`src/pkg/sles_pkg.sv`:
```
// Package for the serial lane error status register bank.
// Assumes a 32-bit APB slave with word-aligned registers and one clock.
package sles_pkg;

  localparam int unsigned NUM_LANES  = 8;
  localparam int unsigned NUM_LINKS  = 2;
  localparam int unsigned CNT_W      = 8;
  localparam int unsigned ADDR_W     = 12;

  // Printed offsets are not multiples of four, so they are indices; byte address is four times.
  localparam logic [ADDR_W-1:0] IDX_LINK_PAGE   = 12'h300;
  localparam logic [ADDR_W-1:0] IDX_ECNT_STAT0  = 12'h490;
  localparam logic [ADDR_W-1:0] IDX_LANE7_ECNT  = 12'h497;
  localparam logic [ADDR_W-1:0] IDX_LINK_STAT0  = 12'h4b0;
  localparam logic [ADDR_W-1:0] IDX_LANE0_LINK  = 12'h4b0;
  localparam logic [ADDR_W-1:0] IDX_THRESHOLD   = 12'h4c0;
  localparam logic [ADDR_W-1:0] IDX_HOLD_EN     = 12'h4c1;
  localparam logic [ADDR_W-1:0] IDX_CNT_CLEAR   = 12'h4c2;
  localparam logic [ADDR_W-1:0] IDX_IRQ_STATUS  = 12'h4c3;
  localparam logic [ADDR_W-1:0] IDX_IRQ_MASK    = 12'h4c4;

  // Counter status fields.
  localparam int unsigned TC_DISP_BIT   = 0;
  localparam int unsigned TC_TABLE_BIT  = 1;
  localparam int unsigned TC_STRAY_BIT  = 2;
  localparam int unsigned LANE_ACT_BIT  = 3;
  // Link status fields.
  localparam int unsigned LS_SYNC_BIT   = 3;
  localparam int unsigned LS_DESKEW_BIT = 4;
  localparam int unsigned LS_STRAY_BIT  = 5;
  localparam int unsigned LS_TABLE_BIT  = 6;
  localparam int unsigned LS_DISP_BIT   = 7;

  localparam logic [7:0] TERMINAL_COUNT = 8'hff;
  localparam logic [7:0] THRESH_RESET   = 8'hff;
  localparam logic [7:0] REG_RESET      = 8'h00;

  typedef struct packed {
    logic stray_control_char_error;
    logic table_miss_error;
    logic disparity_error;
  } sles_err_type;

  typedef struct packed {
    logic active;
    logic deskew_ok;
    logic sync_ok;
  } sles_lane_state_type;

  typedef struct packed {
    logic [CNT_W-1:0] stray;
    logic [CNT_W-1:0] table_miss;
    logic [CNT_W-1:0] disp;
  } sles_cnt_type;

endpackage

```
`src/hw/sles_top.sv`:
```
// Serial lane error status register bank: per-lane error counters and link status over APB.
// Assumes error strobes and lane states come from decoder logic on the same clock.
`timescale 1ns/1ps
`default_nettype none

module sles_top #(
  parameter int unsigned NUM_LANES = sles_pkg::NUM_LANES,
  parameter int unsigned NUM_LINKS = sles_pkg::NUM_LINKS
) (
  input  wire logic                          clk_i,
  input  wire logic                          rstn_i,
  input  wire logic                          psel_i,
  input  wire logic                          penable_i,
  input  wire logic                          pwrite_i,
  input  wire logic [15:0]                   paddr_i,
  input  wire logic [31:0]                   pwdata_i,
  input  wire logic [3:0]                    pstrb_i,
  output logic                               pready_o,
  output logic      [31:0]                   prdata_o,
  output logic                               pslverr_o,
  input  wire sles_pkg::sles_err_type        err_i   [NUM_LINKS][NUM_LANES],
  input  wire sles_pkg::sles_lane_state_type state_i [NUM_LINKS][NUM_LANES],
  output logic                               irq_o
);

  localparam int unsigned PW = (NUM_LINKS > 1) ? $clog2(NUM_LINKS) : 1;
  localparam int unsigned NW = NUM_LINKS * NUM_LANES;

  sles_pkg::sles_cnt_type cnt_q [NUM_LINKS][NUM_LANES];
  logic [PW-1:0]  page_q;
  logic [7:0]     thresh_q;
  logic           hold_q;
  logic [NW-1:0]  irq_stat_q;
  logic [NW-1:0]  irq_mask_q;
  logic [NW-1:0]  tc_event;
  logic [31:0]    rdata_d;
  logic [31:0]    prdata_q;

  // Bus decode. The slave answers in the first access cycle, with no wait states.
  wire              acc     = psel_i && penable_i;
  wire              wr_acc  = acc && pwrite_i;
  wire              aligned = (paddr_i[1:0] == 2'b00);
  wire [13:0]       idx     = paddr_i[15:2];
  wire              in_ecnt = (idx >= 14'(sles_pkg::IDX_ECNT_STAT0))
                              && (idx < 14'(sles_pkg::IDX_ECNT_STAT0) + 14'(NUM_LANES));
  wire              in_link = (idx >= 14'(sles_pkg::IDX_LINK_STAT0))
                              && (idx < 14'(sles_pkg::IDX_LINK_STAT0) + 14'(NUM_LANES));
  wire              hit_page  = idx == 14'(sles_pkg::IDX_LINK_PAGE);
  wire              hit_thr   = idx == 14'(sles_pkg::IDX_THRESHOLD);
  wire              hit_hold  = idx == 14'(sles_pkg::IDX_HOLD_EN);
  wire              hit_clr   = idx == 14'(sles_pkg::IDX_CNT_CLEAR);
  wire              hit_ista  = idx == 14'(sles_pkg::IDX_IRQ_STATUS);
  wire              hit_imsk  = idx == 14'(sles_pkg::IDX_IRQ_MASK);
  wire              mapped    = aligned && (in_ecnt || in_link || hit_page || hit_thr
                                || hit_hold || hit_clr || hit_ista || hit_imsk);
  wire [2:0]        lane_sel  = in_ecnt ? 3'(idx - 14'(sles_pkg::IDX_ECNT_STAT0))
                                        : 3'(idx - 14'(sles_pkg::IDX_LINK_STAT0));
  wire              lo_lane   = wr_acc && pstrb_i[0];
  wire              clr_wr    = lo_lane && aligned && hit_clr;
  // Each counter clear write zeroes all counters of the paged link whose bit is set.
  wire [NUM_LANES-1:0] clr_lane = clr_wr ? pwdata_i[NUM_LANES-1:0] : '0;

  assign pready_o  = 1'b1;
  assign pslverr_o = acc && !mapped;
  assign prdata_o  = prdata_q;

  // Paged view of the selected lane for reads.
  sles_pkg::sles_cnt_type        sel_cnt;
  sles_pkg::sles_lane_state_type sel_st;
  assign sel_cnt = cnt_q[page_q][lane_sel];
  assign sel_st  = state_i[page_q][lane_sel];

  wire [2:0] sel_tc = {sel_cnt.stray == sles_pkg::TERMINAL_COUNT,
                       sel_cnt.table_miss == sles_pkg::TERMINAL_COUNT,
                       sel_cnt.disp == sles_pkg::TERMINAL_COUNT};
  wire [7:0] ecnt_word = {4'h0, sel_st.active, sel_tc};
  wire [7:0] link_word = {sel_cnt.disp >= thresh_q,
                          sel_cnt.table_miss >= thresh_q,
                          sel_cnt.stray >= thresh_q,
                          sel_st.deskew_ok,
                          sel_st.sync_ok,
                          3'h0};

  always_comb begin
    rdata_d = 32'h0000_0000;
    if (in_ecnt) begin
      rdata_d = {24'h0, ecnt_word};
    end else if (in_link) begin
      rdata_d = {24'h0, link_word};
    end else if (hit_page) begin
      rdata_d = 32'(page_q);
    end else if (hit_thr) begin
      rdata_d = {24'h0, thresh_q};
    end else if (hit_hold) begin
      rdata_d = {31'h0, hold_q};
    end else if (hit_ista) begin
      rdata_d = 32'(irq_stat_q);
    end else if (hit_imsk) begin
      rdata_d = 32'(irq_mask_q);
    end
  end

  // Read data is registered at the setup cycle so it is stable throughout the access.
  always_ff @(posedge clk_i) begin
    if (!rstn_i) begin
      prdata_q <= 32'h0000_0000;
    end else if (psel_i && !penable_i && !pwrite_i) begin
      prdata_q <= mapped ? rdata_d : 32'h0000_0000;
    end
  end

  // Control registers; counter and link status registers take no write at all.
  always_ff @(posedge clk_i) begin
    if (!rstn_i) begin
      page_q   <= '0;
      thresh_q <= sles_pkg::THRESH_RESET;
      hold_q   <= 1'b0;
    end else if (lo_lane && aligned) begin
      if (hit_page) begin
        page_q <= pwdata_i[PW-1:0];
      end
      if (hit_thr) begin
        thresh_q <= pwdata_i[7:0];
      end
      if (hit_hold) begin
        hold_q <= pwdata_i[0];
      end
    end
  end

  // Per-lane counters, one generate entry per link and lane.
  for (genvar k = 0; k < NUM_LINKS; k++) begin : g_link
    for (genvar l = 0; l < NUM_LANES; l++) begin : g_lane
      localparam int unsigned N = k * NUM_LANES + l;
      wire clr = clr_lane[l] && (page_q == PW'(k));
      wire at_tc = (cnt_q[k][l].disp == sles_pkg::TERMINAL_COUNT)
                   || (cnt_q[k][l].table_miss == sles_pkg::TERMINAL_COUNT)
                   || (cnt_q[k][l].stray == sles_pkg::TERMINAL_COUNT);
      // A held counter freezes at terminal count; an unheld one wraps.
      wire stop_d = hold_q && (cnt_q[k][l].disp == sles_pkg::TERMINAL_COUNT);
      wire stop_t = hold_q && (cnt_q[k][l].table_miss == sles_pkg::TERMINAL_COUNT);
      wire stop_s = hold_q && (cnt_q[k][l].stray == sles_pkg::TERMINAL_COUNT);
      wire inc_d  = err_i[k][l].disparity_error && !stop_d;
      wire inc_t  = err_i[k][l].table_miss_error && !stop_t;
      wire inc_s  = err_i[k][l].stray_control_char_error && !stop_s;
      logic at_tc_q;
      assign tc_event[N] = at_tc && !at_tc_q;

      always_ff @(posedge clk_i) begin
        if (!rstn_i || clr) begin
          cnt_q[k][l] <= '0;
          at_tc_q     <= 1'b0;
        end else begin
          at_tc_q <= at_tc;
          if (inc_d) begin
            cnt_q[k][l].disp <= cnt_q[k][l].disp + 8'h01;
          end
          if (inc_t) begin
            cnt_q[k][l].table_miss <= cnt_q[k][l].table_miss + 8'h01;
          end
          if (inc_s) begin
            cnt_q[k][l].stray <= cnt_q[k][l].stray + 8'h01;
          end
        end
      end
    end
  end

  // Interrupt status: set wins over a write-one clear arriving in the same cycle.
  wire [NW-1:0] ista_clr = (lo_lane && aligned && hit_ista) ? pwdata_i[NW-1:0] : '0;

  always_ff @(posedge clk_i) begin
    if (!rstn_i) begin
      irq_stat_q <= '0;
      irq_mask_q <= '0;
    end else begin
      irq_stat_q <= (irq_stat_q & ~ista_clr) | tc_event;
      if (lo_lane && aligned && hit_imsk) begin
        irq_mask_q <= pwdata_i[NW-1:0];
      end
    end
  end

  assign irq_o = |(irq_stat_q & irq_mask_q);

  // The counter assertions watch lane 7 of link 0, the lane that is driven to terminal count.
  // Watching one lane keeps the checks cheap; the generate loop makes the others alike.
  wire [7:0] cd       = cnt_q[0][7].disp;
  wire [7:0] ct       = cnt_q[0][7].table_miss;
  wire [7:0] cs       = cnt_q[0][7].stray;
  wire       clr7     = clr_lane[7] && (page_q == '0);
  wire       rd_setup = psel_i && !penable_i && !pwrite_i && aligned;
  wire       ctl_wr   = lo_lane && aligned;

  hold_stray_a: assert property (@(posedge clk_i) disable iff (!rstn_i)
    hold_q && cs == 8'hff && !clr7
    |=> cs == 8'hff)
    else $error("held counter left terminal count");

  hold_disp_a: assert property (@(posedge clk_i) disable iff (!rstn_i)
    hold_q && cd == 8'hff && !clr7
    |=> cd == 8'hff)
    else $error("held disparity counter left terminal count");

  wrap_tc_a: assert property (@(posedge clk_i) disable iff (!rstn_i)
    !hold_q && cd == 8'hff && err_i[0][7].disparity_error && !clr7
    |=> cd == 8'h00)
    else $error("unheld counter did not wrap");

  wrap_table_a: assert property (@(posedge clk_i) disable iff (!rstn_i)
    !hold_q && ct == 8'hff && err_i[0][7].table_miss_error && !clr7
    |=> ct == 8'h00)
    else $error("unheld table counter did not wrap");

  count_inc_a: assert property (@(posedge clk_i) disable iff (!rstn_i)
    cd != 8'hff && err_i[0][7].disparity_error && !clr7
    |=> cd == $past(cd) + 8'h01)
    else $error("counter missed an error");

  table_inc_a: assert property (@(posedge clk_i) disable iff (!rstn_i)
    ct != 8'hff && err_i[0][7].table_miss_error && !clr7
    |=> ct == $past(ct) + 8'h01)
    else $error("table counter missed an error");

  stray_inc_a: assert property (@(posedge clk_i) disable iff (!rstn_i)
    cs != 8'hff && err_i[0][7].stray_control_char_error && !clr7
    |=> cs == $past(cs) + 8'h01)
    else $error("stray counter missed an error");

  count_idle_a: assert property (@(posedge clk_i) disable iff (!rstn_i)
    !err_i[0][7].disparity_error && !clr_wr
    |=> $stable(cd))
    else $error("counter moved without an error");

  clear_zero_a: assert property (@(posedge clk_i) disable iff (!rstn_i)
    clr7
    |=> cd == 8'h00 && ct == 8'h00 && cs == 8'h00)
    else $error("counter clear left a count");

  tc_flag_a: assert property (@(posedge clk_i) disable iff (!rstn_i)
    rd_setup && in_ecnt
    |=> prdata_o[0] == ($past(sel_cnt.disp) == 8'hff))
    else $error("terminal flag wrong");

  tc_order_a: assert property (@(posedge clk_i) disable iff (!rstn_i)
    rd_setup && in_ecnt
    |=> prdata_o[2:1] == {$past(sel_cnt.stray) == 8'hff, $past(sel_cnt.table_miss) == 8'hff})
    else $error("terminal flag order wrong");

  ecnt_rsvd_a: assert property (@(posedge clk_i) disable iff (!rstn_i)
    rd_setup && in_ecnt
    |=> prdata_o[31:4] == 28'h0)
    else $error("counter status reserved bits set");

  lane_act_a: assert property (@(posedge clk_i) disable iff (!rstn_i)
    rd_setup && in_ecnt
    |=> prdata_o[3] == $past(sel_st.active))
    else $error("lane active bit wrong");

  thresh_cmp_a: assert property (@(posedge clk_i) disable iff (!rstn_i)
    rd_setup && in_link
    |=> prdata_o[7] == ($past(sel_cnt.disp) >= $past(thresh_q)))
    else $error("threshold status bit wrong");

  table_cmp_a: assert property (@(posedge clk_i) disable iff (!rstn_i)
    rd_setup && in_link
    |=> prdata_o[6] == ($past(sel_cnt.table_miss) >= $past(thresh_q)))
    else $error("table threshold bit wrong");

  stray_cmp_a: assert property (@(posedge clk_i) disable iff (!rstn_i)
    rd_setup && in_link
    |=> prdata_o[5] == ($past(sel_cnt.stray) >= $past(thresh_q)))
    else $error("stray threshold bit wrong");

  link_rsvd_a: assert property (@(posedge clk_i) disable iff (!rstn_i)
    rd_setup && in_link
    |=> prdata_o[2:0] == 3'h0 && prdata_o[31:8] == 24'h0)
    else $error("link status spare bits set");

  deskew_bit_a: assert property (@(posedge clk_i) disable iff (!rstn_i)
    rd_setup && in_link
    |=> prdata_o[4] == $past(sel_st.deskew_ok))
    else $error("deskew bit wrong");

  sync_bit_a: assert property (@(posedge clk_i) disable iff (!rstn_i)
    rd_setup && in_link
    |=> prdata_o[3] == $past(sel_st.sync_ok))
    else $error("lane sync bit wrong");

  page_view_a: assert property (@(posedge clk_i) disable iff (!rstn_i)
    rd_setup && in_link && lane_sel == 3'h1 && page_q == PW'(1)
    |=> prdata_o[3] == $past(state_i[1][1].sync_ok))
    else $error("paged read shows the wrong link");

  thr_write_a: assert property (@(posedge clk_i) disable iff (!rstn_i)
    ctl_wr && hit_thr
    |=> thresh_q == $past(pwdata_i[7:0]))
    else $error("threshold write lost");

  ro_write_a: assert property (@(posedge clk_i) disable iff (!rstn_i)
    ctl_wr && (in_ecnt || in_link)
    |=> $stable(page_q) && $stable(thresh_q) && $stable(hold_q) && $stable(irq_mask_q))
    else $error("status write changed a register");

  tc_irq_a: assert property (@(posedge clk_i) disable iff (!rstn_i)
    tc_event[7]
    |=> irq_stat_q[7])
    else $error("terminal event lost");

  irq_clr_a: assert property (@(posedge clk_i) disable iff (!rstn_i)
    ista_clr[7] && !tc_event[7]
    |=> !irq_stat_q[7])
    else $error("interrupt status not cleared");

  irq_level_a: assert property (@(posedge clk_i) disable iff (!rstn_i)
    irq_o == |(irq_stat_q & irq_mask_q))
    else $error("interrupt level wrong");

  slverr_a: assert property (@(posedge clk_i) disable iff (!rstn_i)
    acc && !aligned
    |-> pslverr_o)
    else $error("unaligned access not refused");

  cv_wrap_c: cover property (@(posedge clk_i) disable iff (!rstn_i)
    cd == 8'hff ##1 cd == 8'h00);

  cv_hold_c: cover property (@(posedge clk_i) disable iff (!rstn_i)
    hold_q && cs == 8'hff && err_i[0][7].stray_control_char_error);

  cv_irq_c: cover property (@(posedge clk_i) disable iff (!rstn_i) $rose(irq_o));

  cv_page_c: cover property (@(posedge clk_i) disable iff (!rstn_i)
    rd_setup && in_link && page_q == PW'(1));

  cv_thr_c: cover property (@(posedge clk_i) disable iff (!rstn_i)
    rd_setup && in_link && thresh_q == 8'h03);

endmodule

`default_nettype wire

```
`config.mk`:
```
export PLATFORM = sky130hd
export DESIGN_NAME = sles_top
export DESIGN_NICKNAME = d
export VERILOG_FILES = /design/src/pkg/sles_pkg.sv /design/src/hw/sles_top.sv
export SDC_FILE = /design/constraint.sdc
export NUM_CORES = 1
export LEC_CHECK = 0
export CORE_UTILIZATION = 50
export DETAILED_ROUTE_END_ITERATION = 6
export DONT_BUFFER_PORTS = 1
export GPL_TIMING_DRIVEN = 0
export HOLD_SLACK_MARGIN = 0.02
export PLACE_DENSITY = 0.72
export SYNTH_ARGS = -nofsm -noshare
export SYNTH_HDL_FRONTEND = slang
export SYNTH_SLANG_ARGS = --single-unit
```
`constraint.sdc`:
```
create_clock -name clk_i -period 8.1 [get_ports clk_i]
set_input_delay 2.43 -clock clk_i [delete_from_list [all_inputs] [get_ports clk_i]]
set_output_delay 2.43 -clock clk_i [all_outputs]
set_load 0.01 [all_outputs]
```
* Word-level counts from Yosys, hierarchy flattened
Memories as Yosys holds them, arrays and structs flattened. A register that Yosys moved wholly into a read port is not among the register bits. Index checks and enable logic that the tools add are counted.
Word-level totals: memory bits (writable) 384, word-level logic and storage cells 709, register bits after elaboration 90, output and inout bits 35, memories kept 1, input bits 153
Memory list:
- cnt_q | words 2, bits a word 192, rd ports 3, clocked after memory_dff 1, write ports 2, line sles_top.sv:29 | sles_pkg::sles_cnt_type cnt_q [NUM_LINKS][NUM_LANES];
Cells by class: multiplexer cells 246, $add $sub $neg 50, eq/ne operators 57, bitwise gates (word level) 55, magnitude comparators 9, reduce and logical (&&, ||, !) cells 269
Operators with widths (count):
- == test 8 bit (second input constant) | 51
- two-way mux 8 bit | 49
- adder 8 x 1 -> 8 bit (second input constant) | 48
- two-way mux 1 bit | 178
- logical AND 1 bit | 141
- two-way mux 32 bit | 4
- two-way mux 24 bit | 5
- two-way mux 16 bit | 5
- binary-select mux 24 bit (select 3 bit) | 1
- == test 14 x 11 -> 1 bit (second input constant) | 5
- zero test 1 bit | 68
- logical OR 1 bit | 55
- bitwise OR 1 bit | 48
- AND 16 bit | 2
- greater-or-equal comparator 14 x 11 -> 1 bit (second input constant) | 2
- less-than comparator 14 x 11 -> 1 bit (second input constant) | 2
- greater-or-equal comparator 8 bit | 3
- NOT 16 bit | 1
- bitwise OR 16 bit | 1
- OR reduction 16 bit | 1
- == test 14 x 10 -> 1 bit (second input constant) | 1
- binary-select mux 3 bit (select 3 bit) | 1
- two-way mux 3 bit | 3
- AND reduction 2 bit | 3
- other kinds (7) | 8

* Logic depth before layout (Yosys ltp)
depth in word-level cells 12, depth in mapped cells 13, mapped depth without buffers 10

* Worst setup path after synthesis
Ideal clock, no wire load.
kind in2out, start point input paddr_i[5], end point output pslverr_o, stages 5, buffers on the path 1, data required time 5.670 ns, slack 1.824 ns, arrival 3.846 ns, path through or4_4 -> buf_6 -> a2111oi_0 -> o21ai_0 -> and3_1
Between the ends: word-level cells in the longest chain between the ends 12, elaborated cells on any way between the ends 22, classes of those cells order compare (4); eq/ne (6); reduce/logical (12)
RTL lines:
- from (decl) | line sles_top.sv:15 | input wire logic [15:0] paddr_i,
- greater-or-equal comparator 14 x 11 -> 1 bit, or another cell as far along | line sles_top.sv:44 | wire in_ecnt = (idx >= 14'(sles_pkg::IDX_ECNT_STAT0))
- logical AND 1 bit (on tied branches) | line sles_top.sv:45, sles_top.sv:47
- logical OR 1 bit (3 in a row) | line sles_top.sv:54 | wire mapped = aligned && (in_ecnt || in_link || hit_page || hit_thr
- logical OR 1 bit (3 in a row) | line sles_top.sv:55 | || hit_hold || hit_clr || hit_ista || hit_imsk);
- logical OR 1 bit (*) | line sles_top.sv:55
- logical AND 1 bit (*) | line sles_top.sv:54
- zero test 1 bit (*) | line sles_top.sv:64 | assign pslverr_o = acc && !mapped;
- logical AND 1 bit (*) | line sles_top.sv:64
- to (decl) | line sles_top.sv:20 | output logic pslverr_o,
Every way passes the cells marked *; elsewhere a longest branch is shown, timed or not.

* Final worst setup path
start point input paddr_i[2], end point output pslverr_o
Same word-level chain as after synthesis.

==> key figures <==
STA
  – Final setup viols: 0
  – Final setup TNS: 0 ns
  – Final WS setup: 0.960 ns
  – Skew final: 0.0183 ns
  – Slew Limit Fails: 0
  – Period utilisation layout: 0.882
  – Period minus WS final: 7.14 ns
  – Worst-Margin Slew: 1.27 ns
  – RSZ-0062 raised after global routing: false
  – Max-slew headroom: 0.153
  – Fmax: 0.140 GHz
  – Fin. Hold Viols: 0

Clock network
  – Resize count post-CTS: 0
  – Post-CTS Hold Buffers: 0
  – Root cell of the clock tree: clkbuf_16
  – Largest buffer count on any clock path: 3
  – Setup bufs post-CTS: 0
  – H-tree depth: 2
  – Cts bufs inserted: 51
  – CTS tree: yes
  – Clk_lat worst skew: 0.61 ns
  – Clk sink count: 459
  – Reg clk slew, reported paths: 0.05 ns

Run
  – Max_cap viols: 0

Synth
  – FFs w/ async S/R, synth: 0
  – Netlist cell types: 67
  – Post-synthesis sequential element count: 459
  – Ys flop type: edfxtp_1
  – Average size of a mapped cell: 10.3 µm²
  – Synth Warn #: 0
  – Synth Cell Area: 26800 µm²
  – Sequential fraction of the synthesis area: 0.486
  – Synth Instances: 2615
  – Post-synth EDFFs: 384

Global route
  – GRT overflow: 0
  – Pin count of the biggest net entering global routing: 13
  – Antenna violations before repair: 2
  – GRT Total Usage: 0.305
  – Vias in the first global route: 20100
  – First-pass GRT wire length: 122000 µm

Worst setup path
  – CP startpoint kind: input port
  – Setup Crit Path Kind: in2out
  – CP required: 5.67 ns
  – Crit path DAT: 4.71 ns
  – CP Max Fanout: 10
  – CP endpoint kind: output pin

Placed design
  – Post-DP HPWL: 63200 µm
  – PortBufs: 0
  – Gpl congestion: 1.03
  – Post-placement setup slack: 1.11 ns

Final layout
  – Nets: 2908
  – Most common cell after layout, fill and taps aside: nor2_1
  – Share of cells above drive strength 1: 0.0849
  – P&R area growth vs syn: 9.16%
  – Fillers: 4478
  – Most frequent cells in the layout: nor2_1 (487), edfxtp_1 (384), nand2_1 (356), nand3_1 (227), xor2_1 (161)

Power
  – Pwr Density: 193 nW/µm²
  – Leakage power: 10.4 nW
  – Worst VDD drop: 0.169 mV

Floorplan
  – Chip width: 234 µm
  – Die Y: 234 µm
  – Core area: 52800 µm²
  – Starting Density: 0.509
  – I/O pin total: 188
  – Die area: 54600 µm²
  – # rows: 84

Run status
  – Failing checks: design-rule violations
  – Outcome: finished with violations

Route
  – Antenna-violating nets left: 0
  – Drt total wl: 82700 µm
  – Wirelength per Cell: 24.3 µm
  – DRT iter0 DRCs: 2614
  – Vias post-DR: 21100
  – Vias per cell: 6.19
  – Pre-antenna DRT Iters: 7
  – Residual DRC: 16

Hold path
  – Hold Path Class: reg2reg
-- synth_stat cells (17+ instances only) --
cell type	count	share of area
a21oi_1	24	0.0045
a221oi_1	22	0.0072
and3_1	22	0.0051
buf_2	22	0.0041
buf_4	17	0.0048
clkbuf_1	43	0.0060
dfxtp_1	75	0.056
edfxtp_1	384	0.43
ha_1	72	0.034
inv_1	69	0.0096
mux2i_1	51	0.019
mux4_2	86	0.072
nand2_1	356	0.050
nand3_1	227	0.042
nor2_1	487	0.068
nor2b_1	45	0.010
nor3_1	63	0.012
o21ai_0	26	0.0048
or2_2	19	0.0044
xnor2_1	127	0.041
xor2_1	161	0.053
-- layout make-up --
class                      instances  area (µm²)  share of cell area
clock buffer                      73        1460              0.0499
sequential                       459       13000               0.445
buffer                            92         459              0.0157
tap                              688         861              0.0294
clock inverter                    17        77.6             0.00265
inverter                          69         259             0.00884
multi-input combinational       2010       13100               0.449
antenna                            1        2.50           0.0000854
-- registers in the layout, summed over array words and instances (netlist names), named ones only --
| signal | count |
|---|---|
| g_link.g_lane.at_tc_q | 16 |
| prdata_o | 16 |
| hold_q | 1 |
| irq_stat_q | 16 |
| irq_mask_q | 16 |
| thresh_q | 8 |
| page_q | 1 |
| cnt_q | 384 |
-- path summary, 6_finish.rpt --
kind | startpoint | end | slack, ns | cells past startpoint
min | irq_mask_q[9]$_SDFFE_PN0P_ | irq_mask_q[9]$_SDFFE_PN0P_ | 0.49 | 2
min reg2reg | irq_mask_q[9]$_SDFFE_PN0P_ | irq_mask_q[9]$_SDFFE_PN0P_ | 0.49 | 2
max reg2reg | flop | prdata_o[6]$_SDFFE_PN0P_ | 3.63 | 12
max | paddr_i[2] | pslverr_o | 0.96 | 7
-- routing by layer --
metal | up-vias | part of all wire | GRT usage
met5 | - | 0.00036 | 0
met3 | 231 | 0.13 | 0.0840
met1 | 10200 | 0.38 | 0.404
li1 | 9445 | - | -
met4 | 4 | 0.051 | 0.148
met2 | 1211 | 0.44 | 0.459
-- critical path, cell delays in order --
cell and delay [ns]:
buf_2 0.17, buf_2 0.36, nor2_1 0.77, nand3_1 0.20, a21oi_1 0.22, o21ai_0 0.24, and3_1 0.30
-- through the flow --
step | utilization | hold slack [ns] | cell area, µm² | cells | power, mW
5_1_grt | 0.555 | 0.516 | 29300 | 3409 | 5.81
3_3_place_gp | 0.526 | 0.459 | 27800 | 3318 | 3.44
4_1_cts | 0.555 | 0.482 | 29300 | 3408 | 5.65
3_5_place_dp | 0.526 | 0.474 | 27800 | 3318 | 3.47
2_1_floorplan | - | 0.448 | 26900 | 2630 | 3.27
6_report | 0.555 | 0.489 | 29300 | 3409 | 5.65
-- kinds of logic (layout without fill, tap and decap cells) --
family / count (synthesis) / after routing / synth area share
muxes: 141 / 141 / 0.0929
and+or+nand+nor: 1280 / 1280 / 0.209
adders and majority gates: 72 / 72 / 0.0336
DFF: 459 / 459 / 0.486
other: 2 / 18 / 0.000280
buffers and inverters: 161 / 251 / 0.0268
xor gates and xnor gates: 288 / 288 / 0.0940
AOI/OAI and AO/OA: 212 / 212 / 0.0576
-- report_power, final --
group | switching (mW) | leakage (nW) | internal (mW) | total [mW]
sequential | 0.182 | 4.85 | 2.71 | 2.90
combinational | 0.311 | 4.77 | 0.229 | 0.540
clock | 0.965 | 0.758 | 1.24 | 2.21
total | 1.46 | 10.4 | 4.19 | 5.65
Power figures use the tool's default switching activity.
